--- config.mk ---
export PLATFORM = sky130hd
export DESIGN_NAME = blk_cfg
export DESIGN_NICKNAME = d
export VERILOG_FILES = /design/src/blk_cfg_pkg.sv /design/src/blk_cfg.sv
export VERILOG_INCLUDE_DIRS = /design/src
export SDC_FILE = /design/constraint.sdc
export NUM_CORES = 1
export LEC_CHECK = 0
export BUFFER_PORTS_ARGS = -buffer_cell sky130_fd_sc_hd__clkbuf_2
export CELL_PAD_IN_SITES_DETAIL_PLACEMENT = 0
export CELL_PAD_IN_SITES_GLOBAL_PLACEMENT = 1
export CORE_MARGIN = 10
export CORE_UTILIZATION = 30
export CTS_BUF_LIST = sky130_fd_sc_hd__clkbuf_4 sky130_fd_sc_hd__clkbuf_8
export DETAILED_ROUTE_END_ITERATION = 8
export GPL_ROUTABILITY_DRIVEN = 0
export GPL_TIMING_DRIVEN = 0
export PLACE_DENSITY_LB_ADDON = 0.25
export SYNTH_ARGS = -nofsm -noshare
export SYNTH_HDL_FRONTEND = slang
export SYNTH_SLANG_ARGS = --single-unit
--- constraint.sdc ---
create_clock -name ref_clk -period 2.2 [get_ports ref_clk]
set_clock_uncertainty 0.05 [all_clocks]
set_input_delay 0.44 -clock ref_clk [delete_from_list [all_inputs] [get_ports ref_clk]]
set_output_delay 0.44 -clock ref_clk [all_outputs]
set_load 0.01 [all_outputs]
--- src/blk_cfg_map.svh ---
`ifndef BLK_CFG_MAP_SVH
`define BLK_CFG_MAP_SVH

// Configuration space byte offsets, packed in field order.
`define OFS_SIZE_LO 8'h00
`define OFS_SIZE_HI 8'h04
`define OFS_SEG_SIZE 8'h08
`define OFS_SEG_COUNT 8'h0c
`define OFS_GEOMETRY 8'h10
`define OFS_BLOCK_BYTES 8'h14
`define OFS_TOPOLOGY 8'h18
`define OFS_OPT_XFER 8'h1c
`define OFS_CACHE_MODE 8'h20
`define OFS_DISC_SECT 8'h24
`define OFS_DISC_SEG 8'h28
`define OFS_DISC_ALIGN 8'h2c
`define OFS_ZF_SECT 8'h30
`define OFS_ZF_SEG 8'h34
`define OFS_ZF_DEALLOC 8'h38
// Feature, negotiation, control and request registers.
`define OFS_DEV_FEAT 8'h40
`define OFS_DRV_FEAT 8'h44
`define OFS_DEV_STATUS 8'h48
`define OFS_CTRL 8'h4c
`define OFS_REQ 8'h50
`define OFS_REQ_STATUS 8'h54

// Feature bit positions.
`define FB_BARRIER 0
`define FB_SEG_SIZE 1
`define FB_SEG_COUNT 2
`define FB_GEOMETRY 4
`define FB_READ_ONLY 5
`define FB_BLOCK_BYTES 6
`define FB_PKT_CMD 7
`define FB_FLUSH 9
`define FB_TOPOLOGY 10
`define FB_CACHE_SWITCH 11
`define FB_DISCARD 13
`define FB_ZERO_FILL 14

// Device status bits.
`define ST_DRIVER 1
`define ST_DRIVER_READY 2
`define ST_FEAT_ACCEPTED 3

// Request type codes.
`define RQT_READ 8'h00
`define RQT_WRITE 8'h01
`define RQT_FLUSH 8'h04
`define RQT_DISCARD 8'h0b
`define RQT_ZERO_FILL 8'h0d

// Configuration values and reset values.
`define VAL_SIZE 64'h0000_0000_0010_0000
`define VAL_SEG_SIZE 32'h0001_0000
`define VAL_SEG_COUNT 32'h0000_0080
`define VAL_CYLINDERS 16'h0400
`define VAL_HEADS 8'h10
`define VAL_SECTORS 8'h3f
`define VAL_BLOCK_BYTES 32'h0000_0200
`define VAL_PHYS_LOG2 8'h03
`define VAL_ALIGN_BLOCK 8'h00
`define VAL_MIN_XFER 16'h0001
`define VAL_OPT_XFER 32'h0000_0100
`define VAL_DISC_SECT 32'h0000_ffff
`define VAL_DISC_SEG 32'h0000_0001
`define VAL_DISC_ALIGN 32'h0000_0008
`define VAL_ZF_SECT 32'h0000_ffff
`define VAL_ZF_SEG 32'h0000_0001
`define VAL_ZF_DEALLOC 8'h01
`define VAL_PKT_OFFER 1'b0
`define RST_CACHE_MODE 1'b1
`define RST_CTRL 6'h08

`endif

--- src/blk_cfg_pkg.sv ---
package blk_cfg_pkg;

	// Completion codes of a request, in code order 0, 1, 2.
	typedef enum logic [1:0] {
		RS_OK,
		RS_IOERR,
		RS_UNSUPP
	} req_status_t;

	// Control register: legacy, guest big-endian, read-only, flush, switch, spare.
	typedef struct packed {
		logic spare;
		logic switch_offer;
		logic flush_offer;
		logic read_only;
		logic guest_be;
		logic legacy;
	} ctrl_t;

	// Whole state of the block.
	typedef struct packed {
		logic ack;
		logic [31:0] dat;
		logic cache_mode;
		logic [31:0] drv_feat;
		logic [7:0] dev_status;
		ctrl_t ctrl;
		req_status_t req_status;
		logic req_done;
		logic commit;
	} state_t;

endpackage

--- src/blk_cfg.sv ---
// Contract
// RQ1: Requests written to the request register are serviced and completed one at a time.
// RQ2: Feature bits 1, 2 and 4 advertise segment size, segment count, geometry.
// RQ3: With read-only advertised at bit 5, every write request fails.
// RQ4: Flush advertised at bit 9, cache mode switching at bit 11.
// RQ5: Bit 13 announces discard with valid discard limit fields.
// RQ6: Bit 14 announces zero fill with valid zero fill limit fields.
// RQ7: Bit 10 marks topology valid, bit 6 marks block size valid.
// RQ8: Legacy interface uses bit 0 for barriers, bit 7 for packet commands.
// RQ9: Medium size always readable, counted in 512-byte sectors.
// RQ10: Discard and zero fill limits are given in 512-byte units.
// RQ11: Preferred block size never changes the 512-byte protocol sector unit.
// RQ12: With switching negotiated the cache byte is writable; 0 writethrough, 1 writeback.
// RQ13: Reset mode is either; after negotiation the byte shows the mode in force.
// RQ14: Driver reads the cache byte only after setting features accepted.
// RQ15: Flush always advertised, and surely whenever switching is advertised; the code drops flush while ctrl flush_offer and switch_offer are both clear.
// RQ16: Switching negotiated without flush forces the cache byte to writethrough.
// RQ17: Both three-byte padding areas read as zero.
// RQ18: A driver unable to flush should not accept flush.
// RQ19: Driver assumes writethrough without both, writeback with flush only.
// RQ20: Legacy status writes keep the mode, except driver ready without switching accepted; the code also resets the mode to 1 on a status write of zero.
// RQ21: Legacy driver feature writes never alter the cache mode.
// RQ22: Legacy driver may access the cache byte before driver status bits.
// RQ23: Legacy multi-byte fields use guest byte order, otherwise little-endian.
// RQ24: Fields packed contiguously in order, gaps only at the two padding areas.
`timescale 1ns/10ps
`default_nettype none
`include "blk_cfg_map.svh"

module blk_cfg (
	// Clock and reset.
	input wire logic ref_clk,
	input wire logic rst_b,
	// Wishbone slave.
	input wire logic wb_cyc_i,
	input wire logic wb_stb_i,
	input wire logic wb_we_i,
	input wire logic [7:0] wb_adr_i,
	input wire logic [3:0] wb_sel_i,
	input wire logic [31:0] wb_dat_i,
	output logic [31:0] wb_dat_o,
	output logic wb_ack_o,
	// Backend side.
	output logic cache_writeback,
	output logic write_commit
);

	blk_cfg_pkg::state_t s_r;
	blk_cfg_pkg::state_t s_nxt;
	logic [31:0] dev_feat;
	logic swap;
	logic req_acc;
	logic wr_acc;
	// Wide constants are named so that single words and bytes can be selected from them.
	localparam logic [63:0] size_val = `VAL_SIZE;
	localparam logic [31:0] seg_size_val = `VAL_SEG_SIZE;

	// Byte swap of a 16-bit field.
	function automatic logic [15:0] sw16(input logic [15:0] x, input logic en);
		sw16 = en ? {x[7:0], x[15:8]} : x;
	endfunction

	// Byte swap of a 32-bit field.
	function automatic logic [31:0] sw32(input logic [31:0] x, input logic en);
		sw32 = en ? {x[7:0], x[15:8], x[23:16], x[31:24]} : x;
	endfunction

	// Byte-lane merge of a write into a stored word.
	function automatic logic [31:0] merge(input logic [31:0] old, input logic [31:0] nw,
		input logic [3:0] sel);
		integer i;
		merge = old;
		for (i = 0; i < 4; i++) begin
			if (sel[i]) begin
				merge[i*8 +: 8] = nw[i*8 +: 8];
			end
		end
	endfunction

	// Cache mode that the negotiated feature set puts in force.
	function automatic logic mode_in_force(input logic [31:0] f, input logic cur);
		if (f[`FB_CACHE_SWITCH] && !f[`FB_FLUSH]) begin
			mode_in_force = 1'b0; // RQ16
		end else if (f[`FB_CACHE_SWITCH]) begin
			mode_in_force = cur;
		end else begin
			mode_in_force = f[`FB_FLUSH]; // RQ13
		end
	endfunction

	// Advertised features follow the control register; flush is forced on with switching.
	always_comb begin
		dev_feat = 32'h0;
		dev_feat[`FB_SEG_SIZE] = 1'b1; // RQ2
		dev_feat[`FB_SEG_COUNT] = 1'b1; // RQ2
		dev_feat[`FB_GEOMETRY] = 1'b1; // RQ2
		dev_feat[`FB_READ_ONLY] = s_r.ctrl.read_only; // RQ3
		dev_feat[`FB_BLOCK_BYTES] = 1'b1; // RQ7
		dev_feat[`FB_TOPOLOGY] = 1'b1; // RQ7
		dev_feat[`FB_FLUSH] = s_r.ctrl.flush_offer | s_r.ctrl.switch_offer; // RQ4 RQ15
		dev_feat[`FB_CACHE_SWITCH] = s_r.ctrl.switch_offer; // RQ4
		dev_feat[`FB_DISCARD] = 1'b1; // RQ5
		dev_feat[`FB_ZERO_FILL] = 1'b1; // RQ6
		// Single-slot servicing already orders every request, so barriers cost nothing.
		dev_feat[`FB_BARRIER] = s_r.ctrl.legacy; // RQ8
		dev_feat[`FB_PKT_CMD] = s_r.ctrl.legacy & `VAL_PKT_OFFER; // RQ8
		swap = s_r.ctrl.legacy & s_r.ctrl.guest_be; // RQ23
		req_acc = wb_cyc_i & wb_stb_i & ~s_r.ack;
		wr_acc = req_acc & wb_we_i;
	end

	// Next state: bus answer, register writes, negotiation and request servicing.
	always_comb begin
		logic [7:0] st_new;
		logic [7:0] rq;
		st_new = 8'h0;
		rq = 8'h0;
		s_nxt = s_r;
		s_nxt.ack = req_acc;
		s_nxt.dat = 32'h0;
		s_nxt.commit = 1'b0;
		if (req_acc && !wb_we_i) begin
			// Unmapped addresses answer with zero; pad bytes stay zero too.
			case (wb_adr_i)
				`OFS_SIZE_LO: s_nxt.dat = swap ? sw32(size_val[63:32], 1'b1) : size_val[31:0]; // RQ9
				`OFS_SIZE_HI: s_nxt.dat = swap ? sw32(size_val[31:0], 1'b1) : size_val[63:32]; // RQ9
				`OFS_SEG_SIZE: s_nxt.dat = sw32(`VAL_SEG_SIZE, swap);
				`OFS_SEG_COUNT: s_nxt.dat = sw32(`VAL_SEG_COUNT, swap);
				`OFS_GEOMETRY: s_nxt.dat = {`VAL_SECTORS, `VAL_HEADS, sw16(`VAL_CYLINDERS, swap)};
				// The block size is advisory only; sector unit stays 512 bytes.
				`OFS_BLOCK_BYTES: s_nxt.dat = sw32(`VAL_BLOCK_BYTES, swap); // RQ11
				`OFS_TOPOLOGY: s_nxt.dat = {sw16(`VAL_MIN_XFER, swap), `VAL_ALIGN_BLOCK, `VAL_PHYS_LOG2};
				`OFS_OPT_XFER: s_nxt.dat = sw32(`VAL_OPT_XFER, swap);
				`OFS_CACHE_MODE: s_nxt.dat = {24'h0, 7'h0, s_r.cache_mode}; // RQ17 RQ24
				`OFS_DISC_SECT: s_nxt.dat = sw32(`VAL_DISC_SECT, swap); // RQ10
				`OFS_DISC_SEG: s_nxt.dat = sw32(`VAL_DISC_SEG, swap);
				`OFS_DISC_ALIGN: s_nxt.dat = sw32(`VAL_DISC_ALIGN, swap); // RQ10
				`OFS_ZF_SECT: s_nxt.dat = sw32(`VAL_ZF_SECT, swap); // RQ10
				`OFS_ZF_SEG: s_nxt.dat = sw32(`VAL_ZF_SEG, swap);
				`OFS_ZF_DEALLOC: s_nxt.dat = {24'h0, `VAL_ZF_DEALLOC}; // RQ17
				`OFS_DEV_FEAT: s_nxt.dat = dev_feat;
				`OFS_DRV_FEAT: s_nxt.dat = s_r.drv_feat;
				`OFS_DEV_STATUS: s_nxt.dat = {24'h0, s_r.dev_status};
				`OFS_CTRL: s_nxt.dat = {26'h0, s_r.ctrl};
				`OFS_REQ_STATUS: s_nxt.dat = {23'h0, s_r.req_done, 6'h0, s_r.req_status};
				default: s_nxt.dat = 32'h0;
			endcase
		end
		if (wr_acc) begin
			case (wb_adr_i)
				`OFS_CACHE_MODE: begin
					// Legacy drivers may set the mode before negotiation completes.
					if (wb_sel_i[0] && (s_r.ctrl.legacy || s_r.drv_feat[`FB_CACHE_SWITCH])) begin
						s_nxt.cache_mode = wb_dat_i[0]; // RQ12 RQ22
					end
				end
				`OFS_DRV_FEAT: begin
					// Only offered features can be accepted; the mode is left alone.
					s_nxt.drv_feat = merge(s_r.drv_feat, wb_dat_i, wb_sel_i) & dev_feat; // RQ21
				end
				`OFS_DEV_STATUS: begin
					if (wb_sel_i[0]) begin
						st_new = wb_dat_i[7:0];
						s_nxt.dev_status = st_new;
						if (st_new == 8'h0) begin
							// Writing zero resets the negotiation.
							s_nxt.drv_feat = 32'h0;
							s_nxt.cache_mode = `RST_CACHE_MODE; // RQ13
						end else if (!s_r.ctrl.legacy && st_new[`ST_FEAT_ACCEPTED]
							&& !s_r.dev_status[`ST_FEAT_ACCEPTED]) begin
							s_nxt.cache_mode = mode_in_force(s_r.drv_feat, s_r.cache_mode); // RQ13 RQ16
						end else if (s_r.ctrl.legacy && st_new[`ST_DRIVER_READY]
							&& !s_r.dev_status[`ST_DRIVER_READY]
							&& !s_r.drv_feat[`FB_CACHE_SWITCH]) begin
							s_nxt.cache_mode = mode_in_force(s_r.drv_feat, s_r.cache_mode); // RQ20
						end
					end
				end
				`OFS_CTRL: begin
					if (wb_sel_i[0]) begin
						s_nxt.ctrl = blk_cfg_pkg::ctrl_t'(wb_dat_i[5:0]);
					end
				end
				`OFS_REQ: begin
					// One slot: each request completes in the cycle it is written.
					rq = wb_dat_i[7:0];
					s_nxt.req_done = 1'b1; // RQ1
					case (rq)
						`RQT_READ: s_nxt.req_status = blk_cfg_pkg::RS_OK;
						`RQT_WRITE: begin
							if (dev_feat[`FB_READ_ONLY]) begin
								s_nxt.req_status = blk_cfg_pkg::RS_IOERR; // RQ3
							end else begin
								s_nxt.req_status = blk_cfg_pkg::RS_OK;
								s_nxt.commit = 1'b1;
							end
						end
						`RQT_FLUSH: s_nxt.req_status = dev_feat[`FB_FLUSH] ?
							blk_cfg_pkg::RS_OK : blk_cfg_pkg::RS_UNSUPP;
						`RQT_DISCARD: s_nxt.req_status = dev_feat[`FB_READ_ONLY] ?
							blk_cfg_pkg::RS_IOERR : blk_cfg_pkg::RS_OK;
						`RQT_ZERO_FILL: s_nxt.req_status = dev_feat[`FB_READ_ONLY] ?
							blk_cfg_pkg::RS_IOERR : blk_cfg_pkg::RS_OK;
						default: s_nxt.req_status = blk_cfg_pkg::RS_UNSUPP;
					endcase
				end
				default: begin
				end
			endcase
		end
	end

	// State register.
	always_ff @(posedge ref_clk or negedge rst_b) begin
		if (!rst_b) begin
			s_r <= '0;
			s_r.cache_mode <= `RST_CACHE_MODE;
			s_r.ctrl <= blk_cfg_pkg::ctrl_t'(`RST_CTRL);
			s_r.req_status <= blk_cfg_pkg::RS_OK;
		end else begin
			s_r <= s_nxt;
		end
	end

	// Outputs come straight from the state register.
	assign wb_ack_o = s_r.ack;
	assign wb_dat_o = s_r.dat;
	assign cache_writeback = s_r.cache_mode;
	assign write_commit = s_r.commit;

	property p_ro_write_fails;
		@(posedge ref_clk) disable iff (!rst_b)
		(wr_acc && wb_adr_i == `OFS_REQ && wb_dat_i[7:0] == `RQT_WRITE && s_r.ctrl.read_only)
		|=> (s_r.req_status == blk_cfg_pkg::RS_IOERR && !write_commit && s_r.req_done);
	endproperty
	a_ro_write_fails: assert property (p_ro_write_fails) // RQ3
		else $error("Read-only write did not fail.");

	property p_flush_with_switch;
		@(posedge ref_clk) disable iff (!rst_b)
		dev_feat[`FB_CACHE_SWITCH] |-> dev_feat[`FB_FLUSH];
	endproperty
	a_flush_with_switch: assert property (p_flush_with_switch) // RQ15
		else $error("Switch without flush.");

	property p_fixed_features;
		@(posedge ref_clk) disable iff (!rst_b)
		dev_feat[`FB_SEG_SIZE] && dev_feat[`FB_SEG_COUNT] && dev_feat[`FB_GEOMETRY]
		&& dev_feat[`FB_DISCARD] && dev_feat[`FB_ZERO_FILL] && dev_feat[`FB_TOPOLOGY];
	endproperty
	a_fixed_features: assert property (p_fixed_features) // RQ2
		else $error("Feature bit missing.");

	property p_no_flush_writethrough;
		@(posedge ref_clk) disable iff (!rst_b)
		(wr_acc && wb_adr_i == `OFS_DEV_STATUS && wb_sel_i[0] && !s_r.ctrl.legacy
		&& wb_dat_i[`ST_FEAT_ACCEPTED] && !s_r.dev_status[`ST_FEAT_ACCEPTED]
		&& s_r.drv_feat[`FB_CACHE_SWITCH] && !s_r.drv_feat[`FB_FLUSH]) |=> !cache_writeback;
	endproperty
	a_no_flush_writethrough: assert property (p_no_flush_writethrough) // RQ16
		else $error("Mode not 0.");

	property p_pad_zero;
		@(posedge ref_clk) disable iff (!rst_b)
		(req_acc && !wb_we_i && (wb_adr_i == `OFS_CACHE_MODE || wb_adr_i == `OFS_ZF_DEALLOC))
		|=> wb_ack_o && wb_dat_o[31:8] == 24'h0;
	endproperty
	a_pad_zero: assert property (p_pad_zero) // RQ17
		else $error("Padding read nonzero.");

	property p_legacy_feat_keeps_mode;
		@(posedge ref_clk) disable iff (!rst_b)
		(wr_acc && wb_adr_i == `OFS_DRV_FEAT && s_r.ctrl.legacy) |=> $stable(cache_writeback);
	endproperty
	a_legacy_feat_keeps_mode: assert property (p_legacy_feat_keeps_mode) // RQ21
		else $error("Mode moved.");

	property p_legacy_status_keeps_mode;
		@(posedge ref_clk) disable iff (!rst_b)
		(wr_acc && wb_adr_i == `OFS_DEV_STATUS && s_r.ctrl.legacy && wb_dat_i[7:0] != 8'h0
		&& !(wb_dat_i[`ST_DRIVER_READY] && !s_r.dev_status[`ST_DRIVER_READY]))
		|=> $stable(cache_writeback);
	endproperty
	a_legacy_status_keeps_mode: assert property (p_legacy_status_keeps_mode) // RQ20
		else $error("Mode moved.");

	property p_mode_write;
		@(posedge ref_clk) disable iff (!rst_b)
		(wr_acc && wb_adr_i == `OFS_CACHE_MODE && wb_sel_i[0] && s_r.drv_feat[`FB_CACHE_SWITCH])
		|=> cache_writeback == $past(wb_dat_i[0]);
	endproperty
	a_mode_write: assert property (p_mode_write) // RQ12
		else $error("Mode write lost.");

	property p_size_read;
		@(posedge ref_clk) disable iff (!rst_b)
		(req_acc && !wb_we_i && wb_adr_i == `OFS_SIZE_LO && !swap)
		|=> wb_dat_o == size_val[31:0] ##1 !wb_ack_o;
	endproperty
	a_size_read: assert property (p_size_read) // RQ9
		else $error("Size read wrong.");

	property p_req_done;
		@(posedge ref_clk) disable iff (!rst_b)
		(wr_acc && wb_adr_i == `OFS_REQ) |=> s_r.req_done && wb_ack_o;
	endproperty
	a_req_done: assert property (p_req_done) // RQ1
		else $error("Request not completed.");

	// The acknowledge is a pulse, and a commit only ever rides on a good write request.
	property p_ack_one_cycle;
		@(posedge ref_clk) disable iff (!rst_b)
		wb_ack_o |=> !wb_ack_o;
	endproperty
	a_ack_one_cycle: assert property (p_ack_one_cycle) // RQ1
		else $error("Acknowledge held too long.");

	property p_commit_ok;
		@(posedge ref_clk) disable iff (!rst_b)
		write_commit |-> wb_ack_o && s_r.req_status == blk_cfg_pkg::RS_OK && !s_r.ctrl.read_only;
	endproperty
	a_commit_ok: assert property (p_commit_ok) // RQ3
		else $error("Commit without a good write.");

	// Negotiation outcomes: a cleared status restarts, acceptance puts a mode in force.
	property p_status_clear;
		@(posedge ref_clk) disable iff (!rst_b)
		(wr_acc && wb_adr_i == `OFS_DEV_STATUS && wb_sel_i[0] && wb_dat_i[7:0] == 8'h0)
		|=> (cache_writeback == `RST_CACHE_MODE && s_r.drv_feat == 32'h0);
	endproperty
	a_status_clear: assert property (p_status_clear) // RQ13
		else $error("Status clear did not restart negotiation.");

	property p_accept_no_switch;
		@(posedge ref_clk) disable iff (!rst_b)
		(wr_acc && wb_adr_i == `OFS_DEV_STATUS && wb_sel_i[0] && !s_r.ctrl.legacy
		&& wb_dat_i[`ST_FEAT_ACCEPTED] && !s_r.dev_status[`ST_FEAT_ACCEPTED]
		&& !s_r.drv_feat[`FB_CACHE_SWITCH])
		|=> cache_writeback == $past(s_r.drv_feat[`FB_FLUSH]);
	endproperty
	a_accept_no_switch: assert property (p_accept_no_switch) // RQ13
		else $error("Mode does not follow flush acceptance.");

	property p_legacy_ready_mode;
		@(posedge ref_clk) disable iff (!rst_b)
		(wr_acc && wb_adr_i == `OFS_DEV_STATUS && wb_sel_i[0] && s_r.ctrl.legacy
		&& wb_dat_i[`ST_DRIVER_READY] && !s_r.dev_status[`ST_DRIVER_READY]
		&& !s_r.drv_feat[`FB_CACHE_SWITCH])
		|=> cache_writeback == $past(s_r.drv_feat[`FB_FLUSH]);
	endproperty
	a_legacy_ready_mode: assert property (p_legacy_ready_mode) // RQ20
		else $error("Legacy ready did not set the mode.");

	property p_cache_write_refused;
		@(posedge ref_clk) disable iff (!rst_b)
		(wr_acc && wb_adr_i == `OFS_CACHE_MODE && !s_r.ctrl.legacy
		&& !s_r.drv_feat[`FB_CACHE_SWITCH]) |=> $stable(cache_writeback);
	endproperty
	a_cache_write_refused: assert property (p_cache_write_refused) // RQ12
		else $error("Cache byte written without switching.");

	// Guest byte order of a field, and the code given to an unknown request type.
	property p_guest_order;
		@(posedge ref_clk) disable iff (!rst_b)
		(req_acc && !wb_we_i && wb_adr_i == `OFS_SEG_SIZE && swap)
		|=> wb_dat_o == {seg_size_val[7:0], seg_size_val[15:8], seg_size_val[23:16],
		seg_size_val[31:24]};
	endproperty
	a_guest_order: assert property (p_guest_order) // RQ23
		else $error("Field not in guest order.");

	property p_unknown_type;
		@(posedge ref_clk) disable iff (!rst_b)
		(wr_acc && wb_adr_i == `OFS_REQ && !(wb_dat_i[7:0] inside {`RQT_READ, `RQT_WRITE,
		`RQT_FLUSH, `RQT_DISCARD, `RQT_ZERO_FILL}))
		|=> s_r.req_status == blk_cfg_pkg::RS_UNSUPP;
	endproperty
	a_unknown_type: assert property (p_unknown_type) // RQ1
		else $error("Unknown request not refused.");

endmodule // blk_cfg

`default_nettype wire

==> run metrics <==
Sum Neg Setup Slack 0 ns; Tcrit/Tclk final 94.1%; die area 15,200 um^2; CP Launch Type input port; IO Pins 84; Leakage Power 1.72 nW; Remaining DRCs 0; gr ovfl total 0; initial antenna violation count 0; routed vias 2,640; worst hold path class input port to async pin; H-tree lvl count 2; Net Count, Synth 386; met3 Use GR 2.87%; hold_ws 0.113 ns; Avg Inst Size Synth 9.47 um^2; post-synthesis sequential area ratio 43.2%; fraction of registers with async set/reset 100%; vias in the first global route 2,696; GRT busiest layer met2; #FFs+latches synth 55; Die X-Extent 123 um; Final Setup Violations 0; clk_lat worst skew 0.31 ns; most common cell after layout, fill and taps aside clkbuf_2; first-pass GRT wire length 14,600 um; gr usage total 12.0%; total CTS buffers 5; clock buffer depth 2; cell count after synthesis 337; initial core utilization 30.9%; number of clock sinks 55; Synth cell types 52; Worst R2R Path Depth 4; Primary FF master, synth dfrtp_1; unrepaired setup endpoints after global routing false; Cell Area, Synth 3190 um^2; Tightest Pin Transition 0.704 ns; core area 10,300 um^2; share of layout cells above drive strength 1 35.1%; most frequent cells in the layout clkbuf_2 (57), dfrtp_1 (53), nand2_1 (42), buf_4 (34); fin crit period 2.07 ns; power density cells 473 nW/um^2; global routing met1 resource utilization 15.3%; FF-to-FF setup slack 0.25 ns; Critical Path RT 2.37 ns; remaining antenna violation count after routing 0; Post-CTS Hold Fix Bufs 0; DPL Wire Length 7180 um; DIE HEIGHT 123 um; critical path capture point type flip-flop; critical path arrival 2.24 ns; Fmax 0.483 GHz; Layout area overhead 17.6%; nets@finish 450; number of synthesized flops with an enable pin 0; GR Layer Usage met2 20.0%; max_slew headroom 53.1%; synth warn 0; row count 37; Fin. Hold Viols 0; maximum VDD drop 0.000241 V; crit path kind input port to flip-flop; port bufs 57; vias per cell 4.91; CP max FO 8; starting DRC count in detailed routing 191; largest net degree at the start of global routing 56; Maximum Capacitance Violations 0; status finished clean; Reg clk slew, reported paths 0.10 ns; first drt pass iteration count 5; antenna cells 0; Routed wire per std cell 17.0 um; Slew Viols, Final 0; CTS tree done; Clock Tree Root clkbuf_8; WL final 9150 um
## cell usage after synthesis (all sizes together) (2+ instances only)
cell	number	area, um^2
a22o	13	114
dfstp	2	52.6
clkbuf	11	41.3
inv	6	22.5
o22ai	2	12.5
nand4	9	62.6
nand3	14	70.1
o211ai	2	15.0
nor3	9	66.3
a32o	4	40.0
o2111ai	2	17.5
nor2b	4	25.0
a21oi	20	104
xor2	3	26.3
nor2	21	81.3
nand2b	5	31.3
a22oi	3	22.5
dfrtp	53	1330
mux2i	2	20.0
nor4b	2	47.6
mux2	15	169
nor4	3	33.8
nand2	42	158
nor3b	2	15.0
or3	2	12.5
a31oi	6	37.5
buf	42	293
a211oi	2	15.0
and4b	2	20.0
o21ai	19	95.1
## final timing paths
kind                                    end         start
worst max register to register  dev_feat[0]      wb_ack_o
worst max-delay path            wb_dat_o[1]   wb_adr_i[1]
worst min-delay path                s_r[17]         rst_b
min in group ref_clk                s_r[31]  wb_dat_i[13]
worst min register to register     wb_ack_o      wb_ack_o
max in group asynchronous       wb_dat_o[8]         rst_b
## metrics by stage
stage | setup slack (ns) | power (W) | util (%) | std cells | area, um^2
5_1_grt | 0.0539 | 0.00185 | 36.3 | 538 | 3750
2_1_floorplan | 0.297 | 0.00114 | - | 337 | 3190
6_report | 0.129 | 0.00177 | 36.3 | 538 | 3750
3_5_place_dp | -0.352 | 0.00123 | 35.3 | 530 | 3650
3_3_place_gp | -0.354 | 0.00123 | 35.3 | 530 | 3650
4_1_cts | 0.00229 | 0.00180 | 36.3 | 538 | 3740
## worst max-delay path: stages
cell      delay [ns]
clkbuf_2        0.15
or2_1           0.24
buf_2           0.19
nor3_4          0.28
nand4_1         0.43
a21boi_4        0.33
a31oi_1         0.18
## cell families after synthesis
kind of cell    synth area share (%)
buf+inv                         11.2
xor+xnor                        1.10
simple gates                    21.6
mux                             5.92
flops                           43.2
compound gates                  16.9
## flip-flops by register name, summed over array words and instances (netlist names)
name	flops
cache_writeback	1
dev_feat	3
s_r	25
wb_ack_o	1
wb_dat_o	24
write_commit	1
## what timing repair did
action                                  4_1_cts  5_1_grt
endpoints found under the setup margin        8       10
setup buffers                                 0        0
resized for setup                             2        3
## cell type report
cell class	count	area, um^2
clock buffers	6	76.3
plain buffers	53	335
clock inverters	2	12.5
fillers	1061	6570
flip-flops and latches	55	1380
repair buffers	57	288
well taps	136	170
multi-input cells	223	1470
inverters	6	22.5
## layer usage
metal | up-vias | part of all wire [%]
met4 | 0 | 1.1
met1 | 1251 | 44
met3 | 10 | 7.1
li1 | 1302 | -
met5 | - | 0
met2 | 77 | 48
## power by group
| part | switching (W) | internal, W | leakage [nW] | total (W) |
|---|---|---|---|---|
| clock | 0.000329 | 0.000236 | 0.0446 | 0.000565 |
| combinational | 0.000131 | 0.0000594 | 0.919 | 0.000190 |
| sequential | 0.00000343 | 0.00102 | 0.760 | 0.00102 |
No activity file was read; power rests on OpenSTA's default activity.
